[config.mk]
export PLATFORM = sky130hd
export DESIGN_NAME = mdap_ctrl
export DESIGN_NICKNAME = d
export VERILOG_FILES = /design/src/inc/mdap_pkg.sv /design/src/design/mdap_ctrl.sv
export SDC_FILE = /design/constraint.sdc
export NUM_CORES = 1
export LEC_CHECK = 0
export ABC_AREA = 1
export BUFFER_PORTS_ARGS = -buffer_cell sky130_fd_sc_hd__buf_4
export CORE_MARGIN = 5
export CORE_UTILIZATION = 54
export DETAILED_ROUTE_END_ITERATION = 8
export PLACE_DENSITY = 0.8
export SETUP_SLACK_MARGIN = 0.15
export SYNTH_ARGS = -nofsm -noshare
export SYNTH_HDL_FRONTEND = slang
export SYNTH_SLANG_ARGS = --single-unit
[constraint.sdc]
create_clock -name i_clk -period 3.04 [get_ports i_clk]
set_input_delay 0.152 -clock i_clk [delete_from_list [all_inputs] [get_ports i_clk]]
set_output_delay 0.152 -clock i_clk [all_outputs]
set_load 0.005 [all_outputs]
[src/inc/mdap_pkg.sv]
// package: timing constants and command codes for the dram access controller
package mdap_pkg;

  // ************************************************************
  // clock and timing figures
  // ************************************************************
  localparam int CLK_NS                    = 40;      // 25 mhz clock period
  localparam int ROW_PRECHARGE_NS          = 90;      // row strobe high time between cycles
  localparam int ROW_STROBE_LOW_NS         = 120;     // least row strobe low width
  localparam int COL_STROBE_LOW_NS         = 30;      // least column strobe low width
  localparam int ROW_TO_COL_NS             = 25;      // row strobe to column strobe
  localparam int ROW_ACCESS_NS             = 120;     // row_access_time, slow grade
  localparam int OE_ACCESS_NS              = 30;      // output_enable_access_time
  localparam int OE_TURN_OFF_NS            = 30;      // output_enable_turn_off_time
  localparam int WRITE_DATA_HOLD_NS        = 25;      // write_data_hold
  localparam int REFRESH_COLUMN_SETUP_NS   = 10;      // refresh_column_setup
  localparam int REFRESH_COLUMN_HOLD_NS    = 30;      // refresh_column_hold
  localparam int POWERUP_WAIT_US           = 200;     // pause after power-up
  localparam int REFRESH_PERIOD_MS         = 8;       // all rows within this period
  localparam int INIT_CYCLES               = 8;       // row strobe cycles after pause
  localparam int ROWS                      = 512;     // rows to refresh

  // ************************************************************
  // derived cycle counts (least times rounded up)
  // ************************************************************
  function automatic int ns_up(input int ns);
    int c;
    c = (ns + CLK_NS - 1) / CLK_NS;
    return (c < 1) ? 1 : c;
  endfunction

  localparam int PRE_CYC   = ns_up(ROW_PRECHARGE_NS);
  localparam int RAS_CYC   = ns_up(ROW_STROBE_LOW_NS);
  localparam int RCD_CYC   = ns_up(ROW_TO_COL_NS);
  localparam int CAS_CYC   = ns_up(ROW_ACCESS_NS + OE_ACCESS_NS);
  localparam int OEZ_CYC   = ns_up(OE_TURN_OFF_NS);
  localparam int DH_CYC    = ns_up(WRITE_DATA_HOLD_NS);
  localparam int CSR_CYC   = ns_up(REFRESH_COLUMN_SETUP_NS);
  localparam int CHR_CYC   = ns_up(REFRESH_COLUMN_HOLD_NS);
  // power-up pause and refresh interval (interval spread over all rows, rounded down)
  localparam int PWRUP_CYC = (POWERUP_WAIT_US * 1000 + CLK_NS - 1) / CLK_NS;
  localparam int REF_CYC   = (REFRESH_PERIOD_MS * 1000000 / ROWS) / CLK_NS;

  // ************************************************************
  // user command codes
  // ************************************************************
  localparam logic [1:0] CMD_READ  = 2'h0;   // read one word
  localparam logic [1:0] CMD_WRITE = 2'h1;   // early write one word
  localparam logic [1:0] CMD_RMW   = 2'h2;   // read then write same word

endpackage

[src/design/mdap_ctrl.sv]
// file: host controller driving an asynchronous 256k x 4 multiplexed dram
`timescale 1ns/1ps
//
// Functional notes
// - row then column, strobes latch address
// - both strobes high, precharge before next
// - never cut strobe low widths short
// - read keeps write strobe high
// - write strobe held high after strobes
// - output enable held to cover data
// - early write: write strobe before column
// - write data set before, held after
// - rmw: read first, then write strobe
// - column before row refresh entry timing
// - counter test column high width (no counter test here)
// - power-up pause then eight cycles
// - refresh each row within period
// - page mode keeps row strobe low (no page mode here: one column per row strobe)
module mdap_ctrl
  import mdap_pkg::*;
#(
  parameter int PWRUP_CYCLES  = PWRUP_CYC,   // shorten in simulation
  parameter int REF_INTERVAL  = REF_CYC,     // cycles between refreshes
  parameter int ADDR_W        = 9             // multiplexed address width
)(
  input  wire logic                i_clk,       // 25 mhz clock
  input  wire logic                i_srst,      // synchronous reset
  input  wire logic                i_req,       // request valid
  input  wire logic [1:0]          i_cmd,       // command code
  input  wire logic [2*ADDR_W-1:0] i_addr,      // row in high half, column low
  input  wire logic [3:0]          i_wdata,     // write word
  output logic                     o_ready,     // idle and initialised
  output logic                     o_rvalid,    // read word pulse
  output logic [3:0]               o_rdata,     // read word
  output logic                     o_ras_n,     // row strobe
  output logic                     o_cas_n,     // column strobe
  output logic                     o_we_n,      // write strobe
  output logic                     o_oe_n,      // output enable
  output logic [ADDR_W-1:0]        o_multiplexed_addr, // shared address pins
  input  wire logic [3:0]          i_shared_data_pins, // data pin level
  output logic [3:0]               o_shared_data_pins, // data drive value
  output logic                     o_shared_data_oe    // high while driving
);
  // ************************************************************
  // state and registers
  // ************************************************************
  typedef enum {ST_PWRUP, ST_INIT, ST_IDLE, ST_RAS, ST_CAS, ST_WR, ST_END,
                ST_PRE, ST_REF_CAS, ST_REF_RAS} mdap_state_e;
  mdap_state_e state;                   // main sequencer
  logic [31:0] cnt;                     // phase counter
  logic [31:0] ref_cnt;                 // refresh interval counter
  logic        ref_due;                 // refresh owed
  logic [3:0]  init_left;               // init cycles remaining
  logic [1:0]  cmd;                     // latched command
  logic [2*ADDR_W-1:0] addr;            // latched address
  logic [3:0]  wdata;                   // latched write word
  logic [3:0]  din_s1;                  // pin synchroniser stage one
  logic [3:0]  din_s2;                  // pin synchroniser stage two
  // ************************************************************
  // data pin synchroniser
  // ************************************************************
  always_ff @(posedge i_clk)
  begin
    din_s1 <= i_shared_data_pins;
    din_s2 <= din_s1;
  end
  // ************************************************************
  // refresh interval timer
  // ************************************************************
  always_ff @(posedge i_clk)
  begin
    if (i_srst)
    begin
      ref_cnt <= 32'h0;
      ref_due <= 1'b0;
    end
    else if (state == ST_REF_RAS || ref_cnt >= 32'(REF_INTERVAL - 1))  // service or expiry
    begin
      ref_due <= (state != ST_REF_RAS);
      ref_cnt <= 32'h0;
    end
    else
    begin
      ref_cnt <= ref_cnt + 32'h1;
    end
  end

  // ************************************************************
  // main sequencer
  // ************************************************************
  always_ff @(posedge i_clk)
  begin
    if (i_srst)
    begin
      state              <= ST_PWRUP;
      cnt                <= 32'h0;
      init_left          <= 4'h0;
      cmd                <= CMD_READ;
      addr               <= '0;
      wdata              <= 4'h0;
      o_ready            <= 1'b0;
      o_rvalid           <= 1'b0;
      o_rdata            <= 4'h0;
      o_ras_n            <= 1'b1;
      o_cas_n            <= 1'b1;
      o_we_n             <= 1'b1;
      o_oe_n             <= 1'b1;
      o_multiplexed_addr <= '0;
      o_shared_data_pins <= 4'h0;
      o_shared_data_oe   <= 1'b0;
    end
    else
    begin
      o_rvalid <= 1'b0;
      cnt      <= cnt + 32'h1;
      case (state)
        // wait out the power-up pause
        ST_PWRUP:
        begin
          if (cnt >= 32'(PWRUP_CYCLES - 1))
          begin
            state     <= ST_INIT;
            init_left <= 4'(INIT_CYCLES);
            cnt       <= 32'h0;
          end
        end
        // eight row-only wake-up cycles, reusing the refresh path
        ST_INIT:
        begin
          if (init_left == 4'h0)
          begin
            state   <= ST_IDLE;
            o_ready <= 1'b1;
          end
          else
          begin
            init_left          <= init_left - 4'h1;
            o_ras_n            <= 1'b0;
            o_multiplexed_addr <= ADDR_W'(init_left);
            state              <= ST_END;
            cmd                <= 2'h3;              // no data phase
            cnt                <= 32'h0;
          end
        end
        // accept refresh first, then user work
        ST_IDLE:
        begin
          if (ref_due)
          begin
            o_ready <= 1'b0;
            o_cas_n <= 1'b0;
            state   <= ST_REF_CAS;
            cnt     <= 32'h0;
          end
          else if (i_req)
          begin
            o_ready            <= 1'b0;
            cmd                <= i_cmd;
            addr               <= i_addr;
            wdata              <= i_wdata;
            o_multiplexed_addr <= i_addr[2*ADDR_W-1:ADDR_W];
            state              <= ST_RAS;
            cnt                <= 32'h0;
          end
        end
        // drop row strobe with column high; early write strobe and data lead column
        ST_RAS:
        begin
          o_ras_n <= 1'b0;
          if (cmd == CMD_WRITE)
          begin
            o_we_n             <= 1'b0;
            o_shared_data_pins <= wdata;
            o_shared_data_oe   <= 1'b1;
          end
          state   <= ST_CAS;
          cnt     <= 32'h0;
        end
        // switch to column, one column per row strobe, drop column
        ST_CAS:
        begin
          if (cnt == 32'(RCD_CYC - 1))
          begin
            o_multiplexed_addr <= addr[ADDR_W-1:0];
            o_cas_n            <= 1'b0;
            if (cmd != CMD_WRITE)
              o_oe_n <= 1'b0;
            state <= ST_WR;
            cnt   <= 32'h0;
          end
        end
        // hold column low past access time, sample read data
        ST_WR:
        begin
          if (cnt == 32'(CAS_CYC + 2))
          begin
            if (cmd != CMD_WRITE)
            begin
              o_rdata  <= din_s2;
              o_rvalid <= 1'b1;
            end
            if (cmd == CMD_RMW)
              o_oe_n <= 1'b1;           // release before driving
            state <= ST_END;
            cnt   <= 32'h0;
          end
        end
        // rmw write phase, then strobes up after hold
        ST_END:
        begin
          if (cmd == CMD_RMW && cnt == 32'(OEZ_CYC))
          begin
            o_shared_data_pins <= wdata;
            o_shared_data_oe   <= 1'b1;
            o_we_n             <= 1'b0;
          end
          if (cnt >= 32'(RAS_CYC + OEZ_CYC + DH_CYC + 1))
          begin
            o_ras_n          <= 1'b1;
            o_cas_n          <= 1'b1;
            o_oe_n           <= 1'b1;
            o_we_n           <= 1'b1;
            o_shared_data_oe <= 1'b0;
            state            <= ST_PRE;
            cnt              <= 32'h0;
          end
        end
        // precharge, back to init or idle
        ST_PRE:
        begin
          if (cnt >= 32'(PRE_CYC - 1))
          begin
            state   <= (init_left != 4'h0 || cmd == 2'h3 && !o_ready) ? ST_INIT : ST_IDLE;
            o_ready <= !(init_left != 4'h0 || cmd == 2'h3 && !o_ready);
            cnt     <= 32'h0;
          end
        end
        // column low ahead of row for internal refresh
        ST_REF_CAS:
        begin
          if (cnt >= 32'(CSR_CYC - 1))
          begin
            o_ras_n <= 1'b0;
            state   <= ST_REF_RAS;
            cnt     <= 32'h0;
          end
        end
        // column stays low to the end, never re-strobed: no counter test
        ST_REF_RAS:
        begin
          if (cnt >= 32'(CHR_CYC - 1))
          begin
            cmd   <= 2'h3;
            state <= ST_END;
            cnt   <= 32'h0;
          end
        end
        default:
          state <= ST_IDLE;
      endcase
    end
  end

  // ************************************************************
  // checks
  // ************************************************************
  a_read_we_high: assert property (@(posedge i_clk) disable iff (i_srst)
    (state == ST_WR && cmd == CMD_READ) |-> o_we_n) else $error("write strobe low in read");
  a_cas_after_ras: assert property (@(posedge i_clk) disable iff (i_srst)
    ($fell(o_cas_n) && state == ST_WR) |-> !o_ras_n) else $error("column fell before row");
  a_both_high_pre: assert property (@(posedge i_clk) disable iff (i_srst)
    (state == ST_PRE) |-> (o_ras_n && o_cas_n)) else $error("strobes not high in precharge");
  a_pre_width: assert property (@(posedge i_clk) disable iff (i_srst)
    $rose(o_ras_n) |-> o_ras_n [*3]) else $error("precharge too short");
  a_ras_width: assert property (@(posedge i_clk) disable iff (i_srst)
    $fell(o_ras_n) |-> !o_ras_n [*3]) else $error("row strobe low too short");
  a_ref_entry: assert property (@(posedge i_clk) disable iff (i_srst)
    ($fell(o_ras_n) && state == ST_REF_RAS) |-> !o_cas_n && !$past(o_cas_n))
    else $error("column not low before row in refresh");
  a_early_wr_oe: assert property (@(posedge i_clk) disable iff (i_srst)
    (!o_we_n && cmd == CMD_WRITE) |-> (o_oe_n && o_shared_data_oe)) else $error("oe low in write");
  a_no_contention: assert property (@(posedge i_clk) disable iff (i_srst)
    o_shared_data_oe |-> o_oe_n) else $error("controller drives while device enabled");
  a_data_hold: assert property (@(posedge i_clk) disable iff (i_srst)
    $fell(o_we_n) |-> o_shared_data_oe [*2]) else $error("write data not held");
  c_read: cover property (@(posedge i_clk) o_rvalid && cmd == CMD_READ);
  c_write: cover property (@(posedge i_clk) $fell(o_we_n) && cmd == CMD_WRITE);
  c_rmw: cover property (@(posedge i_clk) $fell(o_we_n) && cmd == CMD_RMW);
  c_refresh: cover property (@(posedge i_clk) state == ST_REF_RAS);
endmodule // mdap_ctrl

## After elaboration in Yosys (flattened, before gate mapping)

Index checks and enable logic that the tools add are counted.

| storage, ports and cells | value |
|---|---|
| register bits | 148 |
| input bits | 31 |
| output and inout bits | 24 |
| word-level logic and storage cells | 163 |

| cells by class | value |
|---|---|
| add/sub/neg operators | 3 |
| $lt $le $gt $ge | 5 |
| equal/unequal tests | 35 |
| multiplexer cells | 64 |
| bitwise logic cells | 3 |
| reductions and logical operators | 33 |

Operator list:

| cell | count |
|---|---|
| two-way mux 32 bit | 18 |
| one-hot mux 32 bit (10 select lines) | 1 |
| one-hot mux 32 bit (9 select lines) | 1 |
| equality test 32 x 3 -> 1 bit (second input constant) | 5 |
| adder 32 x 1 -> 32 bit (second input constant) | 2 |
| equality test 32 x 1 -> 1 bit (second input constant) | 2 |
| equality test 32 x 2 -> 1 bit (second input constant) | 2 |
| equality test 32 x 4 -> 1 bit (second input constant) | 2 |
| zero test 32 bit | 2 |
| two-way mux 9 bit | 4 |
| equality test 32 x 5 -> 1 bit (second input constant) | 1 |
| greater-or-equal comparator 32 x 1 -> 1 bit (second input constant) | 1 |
| greater-or-equal comparator 32 x 13 -> 1 bit (second input constant) | 1 |
| greater-or-equal comparator 32 x 2 -> 1 bit (second input constant) | 1 |
| greater-or-equal comparator 32 x 3 -> 1 bit (second input constant) | 1 |
| greater-or-equal comparator 32 x 9 -> 1 bit (second input constant) | 1 |
| inequality test 2 bit (second input constant) | 16 |
| inequality test 32 x 5 -> 1 bit (second input constant) | 1 |
| one-hot mux 9 bit (3 select lines) | 1 |
| two-way mux 1 bit | 20 |
| two-way mux 4 bit | 4 |
| one-hot mux 4 bit (2 select lines) | 2 |
| AND reduction 3 bit | 5 |
| nonzero test 3 bit | 5 |
| other kinds (24) | 44 |

## Longest topological paths before layout

Gate-level depths: netlist of run 1.

| depth | value |
|---|---|
| depth in word-level cells | 6 |
| gate-level depth with buffers | 14 |
| depth with buffers taken out | 13 |

## Worst setup path after synthesis of run 1

No wires, ideal clock.

| path | value |
|---|---|
| path type | flip-flop to flip-flop |
| start | register cnt[0] |
| end | register cnt[17] |
| library setup time | 117 ps |
| data arrival time | 1694 ps |
| required time | 2923 ps |
| slack | 1230 ps |
| cell stages (with the launch flop) | 13 |
| path buffers | 1 |
| clock period less this slack | 1810 ps |
| cells stage by stage | dfxtp_1 inv_1 ha_1 nand3_2 nor2_4 nand2_2 o21ai_2 nand3_2 nor2_4 nand3_4 nand2_4 buf_8 nor2_2 |

| on the way | value |
|---|---|
| longest elaborated chain between the ends | 4 |
| elaborated cells on any way between the ends | 17 |
| classes of those cells | 1 x add/sub; 4 x order compare; 1 x eq/ne; 10 x mux; 1 x reduce/logical |

Ends and longest elaborated chain:

| item | RTL line | text |
|---|---|---|
| start: declaration | mdap_ctrl.sv:50 | `logic [31:0] cnt;` |
| start signal: assignment | mdap_ctrl.sv:115 | `cnt <= cnt + 32'h1;` |
| adder 32 x 1 -> 32 bit | mdap_ctrl.sv:115 |  |
| two-way mux 32 bit | mdap_ctrl.sv:155 | `else if (i_req)` |
| two-way mux 32 bit | mdap_ctrl.sv:148 | `if (ref_due)` |
| one-hot mux 32 bit (9 select lines) * | mdap_ctrl.sv:116 | `case (state)` |

Mark *: on every way between the ends. The rest lies on a longest branch, timed or not.
A chain may end at the register's enable or synchronous reset.

## Worst setup path after layout of run 1

| path | value |
|---|---|
| start | register state[1] |
| end | register addr[2] |

| on the way | value |
|---|---|
| longest elaborated chain between the ends | 2 |

Ends and longest elaborated chain:

| item | RTL line | text |
|---|---|---|
| start: declaration | mdap_ctrl.sv:49 | `mdap_state_e state;` |
| start signal: assignment | mdap_ctrl.sv:233 | `state <= (init_left != 4'h0 \|\| cmd == 2'h3 && !o_ready) ? ST_INIT : ST_IDLE;` |
| equality test 32 x 2 -> 1 bit | mdap_ctrl.sv:116 |  |
| AND reduction 3 bit (no line) | -- |  |
| end signal: assignment | mdap_ctrl.sv:159 | `addr <= i_addr;` |
| end: declaration | mdap_ctrl.sv:55 | `logic [2*ADDR_W-1:0] addr;` |

No other way between the ends.

==> reports/metrics.cfg, run 1 <==
[finish]
final_nets=873
syn_to_final_growth_pct=26.72
post-route-util_pct=70.07
drive_above_1_share_pct=16.78
mostFrequentLayoutCells=nor2_1 (128), dfxtp_1 (120), nand2_1 (115)
layout_commonest_cell=nor2_1
fin_cells=980

[synthesis]
netlist_instances=718
synth.distinct_cells=38
async_flop_share_pct=0
synth_edf_count=0
syn_area_mm2=0.005380
synthFlopType=dfxtp_1
synth_warnings=0
seq_area_frac_synth_pct=44.65
syn_avg_cell_area_um2=7.493
synth-seq-cells=120

[placement]
dp.cells=915
gp_congestion=1.030
dp_hpwl_um=8890
io_buffers=54

[detailed_routing]
via_per_inst=5.184
dr.pass1.iters=5
finalWirelength_um=13400
drtIter0Drc=642
antenna_left=0
vias=5080
wl_per_cell_um=13.67
drc_errors=0

[worst_hold_path]
worstHoldStart=i_addr[16]
worst_hold_path.num_cells=5
hold_path.class=in2reg
hold_path_end=o_multiplexed_addr[7]$_SDFFE_PP0P_

[critical_path]
crit_start=state[1]$_SDFFE_PP0P_
rrSetupSlack_ps=590
crit_arrival_ps=2910
rr_worst_depth=8
end_kind=register
r2r_start=state[1]$_SDFFE_PP0P_
r2r-end=addr[2]$_SDFFE_PP0P_
critPathKind=reg2reg
crit_path_max_fanout=6
startpoint_type=register
critPathRequiredTime_ps=3500

[clock_network]
numCtsBuffers=17
root_buffer=clkbuf_8
cts_tree=yes
clockBufferDepth=2
path_clk_slew_ps=60
htreeDepth=4
ctsResizeCount=0
clk_latency_ps=520
cts.sinks=120

[outcome]
run_status=finished clean

[floorplan]
pin_count=55
rows=36
die_area_mm2=0.01206
die_x_um=109.8
die_height_um=109.8
start_util_pct=55.30
coreArea_mm2=0.009729

[pwr]
p_total_mw=4.651
p_leak_nw=2.768
powerDensity_mw_per_mm2=682.2
ir_drop_mv=0.4794

[sta]
rsz0062_at_grt=false
fin_tns_setup_ps=0
max_slew_margin_pct=44.78
fin_crit_ps=2452
fmax_mhz=407.8
worst_pin_slew_ps=827.4
finClkSkew_ps=13.90
maxSlewViolCount=0
finalHoldWorstSlack_ps=15.64
setup-violations-final=0
finalCritPeriodShare_pct=80.66
finalHoldViolCount=0

[global_routing]
antenna_found_initial=0
grtUsageTotal_pct=23.87
grt_max_degree=27
grt_pass1_vias=4969
grt_first_pass_wirelength_um=22540
overflow=0

[run]
cap_viol_max_count=0

[stage by stage]
stage	cell area [um^2]	setup slack, ps
detailed placement	5943	949.1
global route	6815	490.5
global placement	5943	1058
finish	6818	587.8
CTS	6815	720.5
floorplan	5463	1230
[power breakdown]
group          internal [mW]  leakage [nW]  switching [mW]  total, mW
combinational          0.368          1.54           0.654       1.02
sequential              1.71         0.983           0.100       1.81
clock                   1.08         0.246           0.735       1.82
total                   3.16          2.77            1.49       4.65
[logic make-up after synthesis]
kind of cell | after synthesis | share of synthesized area [%]
AND/OR/NAND/NOR | 382 | 32.84
AO/OA/AOI/OAI | 82 | 8.419
XOR/XNOR | 27 | 4.395
flip-flops | 120 | 44.65
other | 1 | 0.06970
buffers and inverters | 98 | 7.767
adder cells (fa/ha/maj) | 8 | 1.861
[synth_stat cells (9+ instances only)]
library cell | instances | area (um^2)
a21oi_1 | 27 | 135.1
dfxtp_1 | 120 | 2402
inv_1 | 76 | 285.3
inv_2 | 9 | 33.78
nand2_1 | 115 | 431.7
nand3_1 | 49 | 245.2
nand4_1 | 13 | 81.33
nor2_1 | 128 | 480.5
nor2_2 | 26 | 162.7
nor3_1 | 20 | 100.1
o21ai_0 | 39 | 195.2
xor2_1 | 20 | 175.2
[worst max path at each step]
stage | to | slack (ps)
floorplan | cnt[17]$_SDFF_PP0_ | 1230
global placement | cnt[5]$_SDFF_PP0_ | 1060
detailed placement | cnt[8]$_SDFF_PP0_ | 950
CTS | addr[1]$_SDFFE_PP0P_ | 720
global route | addr[2]$_SDFFE_PP0P_ | 490
finish | addr[2]$_SDFFE_PP0P_ | 590
[registers in the layout, indices dropped and copies added, names as in the netlist, 2 cells and up]
register / count
addr: 9
o_shared_data_pins: 4
state: 4
cmd: 2
din_s2: 4
wdata: 4
o_rdata: 4
din_s1: 4
cnt: 32
init_left: 4
o_multiplexed_addr: 9
ref_cnt: 32
[routing by layer]
layer	vias to the layer above	share of wire [%]	track usage, %
li1	2518	-	-
met3	42	6.9	6.459
met5	-	0	0
met2	235	51	41.16
met4	0	3.1	11.49
met1	2285	40	27.19
[critical path, stage by stage, from the launching register on]
cell           delay [ps]
dfxtp_1               460
inv_2                  80
nor2_4                120
nand2_4               100
nor2_4                170
nand3_1               110
dlygate4sd3_1         570
a21oi_1               180
dlygate4sd3_1         590
[cell type report]
| cell class | count | area [um^2] |
|---|---|---|
| Clock buffer | 18 | 417.9 |
| Clock inverter | 13 | 123.9 |
| Timing Repair Buffer | 88 | 743.2 |
| Fill cell | 738 | 2912 |
| Antenna cell | 1 | 2.502 |
| Multi-Input combinational cell | 522 | 2643 |
| Sequential cell | 120 | 2402 |
| Inverter | 85 | 319.1 |
| Tap cell | 133 | 166.4 |
[repair_timing]
action / 4_1_cts / 5_1_grt
hold buffers: 33 / 0
buffers inserted: 0 / 0
endpoints found under the setup margin: 0 / 0
endpoints found under the hold margin: 35 / 0
No activity file was read; power rests on OpenSTA's default activity.
==> run 2, diff against run 1 <==
--- a/config.mk
+++ b/config.mk
@@ -8,9 +8,9 @@
 export ABC_AREA = 1
 export BUFFER_PORTS_ARGS = -buffer_cell sky130_fd_sc_hd__buf_4
 export CORE_MARGIN = 5
-export CORE_UTILIZATION = 54
+export CORE_UTILIZATION = 53
 export DETAILED_ROUTE_END_ITERATION = 8
-export PLACE_DENSITY = 0.8
+export PLACE_DENSITY = 0.82
 export SETUP_SLACK_MARGIN = 0.15
 export SYNTH_ARGS = -nofsm -noshare
 export SYNTH_HDL_FRONTEND = slang
==> constraint.sdc (replaced) <==
create_clock -name i_clk -period 2.1 [get_ports i_clk]
set_input_delay 0.105 -clock i_clk [delete_from_list [all_inputs] [get_ports i_clk]]
set_output_delay 0.105 -clock i_clk [all_outputs]
set_load 0.005 [all_outputs]
==> reports/metrics.cfg, run 2 (same netlist as run 1, synthesis figures left out) <==
[outcome]
run_status=finished clean

[clock_network]
clk_latency_ps=540
cts_tree=yes
path_clk_slew_ps=60
cts.sinks=120
htreeDepth=4
clockBufferDepth=2
root_buffer=clkbuf_8
numCtsBuffers=17

[placement]
gp_congestion=0.9713
io_buffers=54
dp_slack_ps=114.0
dp_hpwl_um=9440
dp.cells=922
placed_cell_area_mm2=0.006008

[sta]
fin_ws_ps=157.8
fin_tns_setup_ps=0
rsz0062_at_grt=false
fmax_mhz=514.9
max_slew_margin_pct=54.46
fin_crit_ps=1942
finalHoldViolCount=0
finClkSkew_ps=18.94
worst_pin_slew_ps=675.9
setup-violations-final=0
finalCritPeriodShare_pct=92.49
maxSlewViolCount=0

[global_routing]
grt_max_degree=27
grt_first_pass_wirelength_um=23870
antenna_found_initial=1
overflow=0
grt_pass1_vias=5093
grtUsageTotal_pct=23.62

[finish]
stdcell_area_mm2=0.007156
drive_above_1_share_pct=22.16
fin_cells=996
reg_top3=cnt x32, ref_cnt x32
layout_commonest_cell=nor2_1
fill_cells=696
syn_to_final_growth_pct=33.00
mostFrequentLayoutCells=nor2_1 (120), nand2_1 (111), dfxtp_1 (110)
final_nets=888

[detailed_routing]
dr.pass1.iters=9
finalWirelength_um=15930
via_per_inst=5.532
antenna_left=0
wl_per_cell_um=15.99
vias=5510
drc_errors=0
drtIter0Drc=627

[floorplan]
die_height_um=110.8
die_area_mm2=0.01227
die_x_um=110.8
start_util_pct=54.79
coreArea_mm2=0.009819
rows=36
pin_count=55

[pwr]
ir_drop_mv=0.6527
p_leak_nw=2.927
powerDensity_mw_per_mm2=1042
p_total_mw=7.458

[critical_path]
critPathKind=reg2reg
startpoint_type=register
critPathRequiredTime_ps=2520
end_kind=register
crit_path_max_fanout=7
crit_arrival_ps=2360

[worst_hold_path]
hold_path.class=in2reg

[run]
cap_viol_max_count=0

-- run 2: report_power, final --
| group | switching, mW | internal, mW | leakage (nW) |
|---|---|---|---|
| logic | 1.14 | 0.750 | 1.65 |
| registers | 0.140 | 2.48 | 0.987 |
| clock network | 1.08 | 1.87 | 0.295 |
| total | 2.36 | 5.10 | 2.93 |
-- run 2: area by class of cell --
cell class                      instances  area, um^2  share of cell area, %
Antenna cell                            1       2.502                0.03497
Multi-Input combinational cell        522        2749                  38.42
Clock inverter                         12       148.9                  2.081
Timing Repair inverter                  1       7.507                 0.1049
Clock buffer                           20       445.4                  6.225
Inverter                               85       324.1                  4.529
Tap cell                              133       166.4                  2.326
Timing Repair Buffer                  102       897.1                  12.54
Sequential cell                       120        2415                  33.75
-- run 2: worst paths after layout --
path              slack (ps)                     to  depth (start not counted)               start
hold reg to reg          330      din_s2[2]$_DFF_P_                          0   din_s1[2]$_DFF_P_
hold / removal            30  state[2]$_SDFFE_PP0P_                          5               i_req
setup / recovery         160     cnt[14]$_SDFF_PP0_                         11  cnt[16]$_SDFF_PP0_
setup reg to reg         160     cnt[14]$_SDFF_PP0_                         11  cnt[16]$_SDFF_PP0_
-- run 2: worst max-delay path: stages, from the launching register on --
cell,delay (ps)
dfxtp_1,350
nor2_1,150
nand2_1,120
nor2_4,150
nand2_2,110
o21ai_2,190
nand3_2,110
nor2_4,190
nand3_4,130
nand2_8,110
clkbuf_16,190
nor2_2,40
-- run 2: metrics by stage --
step                utilization, %  hold WS [ps]
detailed placement           61.19         210.8
floorplan                        -         132.7
finish                       72.87         31.95
CTS                          70.55         6.417
global route                 72.87         68.84
global placement             61.19         210.8
-- run 2: what timing repair did --
action	CTS	global route
buffers inserted	0	5
resized for setup	2	40
hold buffers	32	0
endpoints found under the setup margin	26	44
pin swaps	0	9
hold endpoints to repair	37	0
cloned	0	4
-- run 2: metal layers --
layer / vias to the layer above / GRT usage [%] / wire length [um]
li1: 2545 / - / -
met1: 2473 / 27.50 / 5941
met2: 377 / 39.68 / 7626
met3: 115 / 6.659 / 1447
met4: 0 / 11.82 / 914
met5: - / 0 / 0
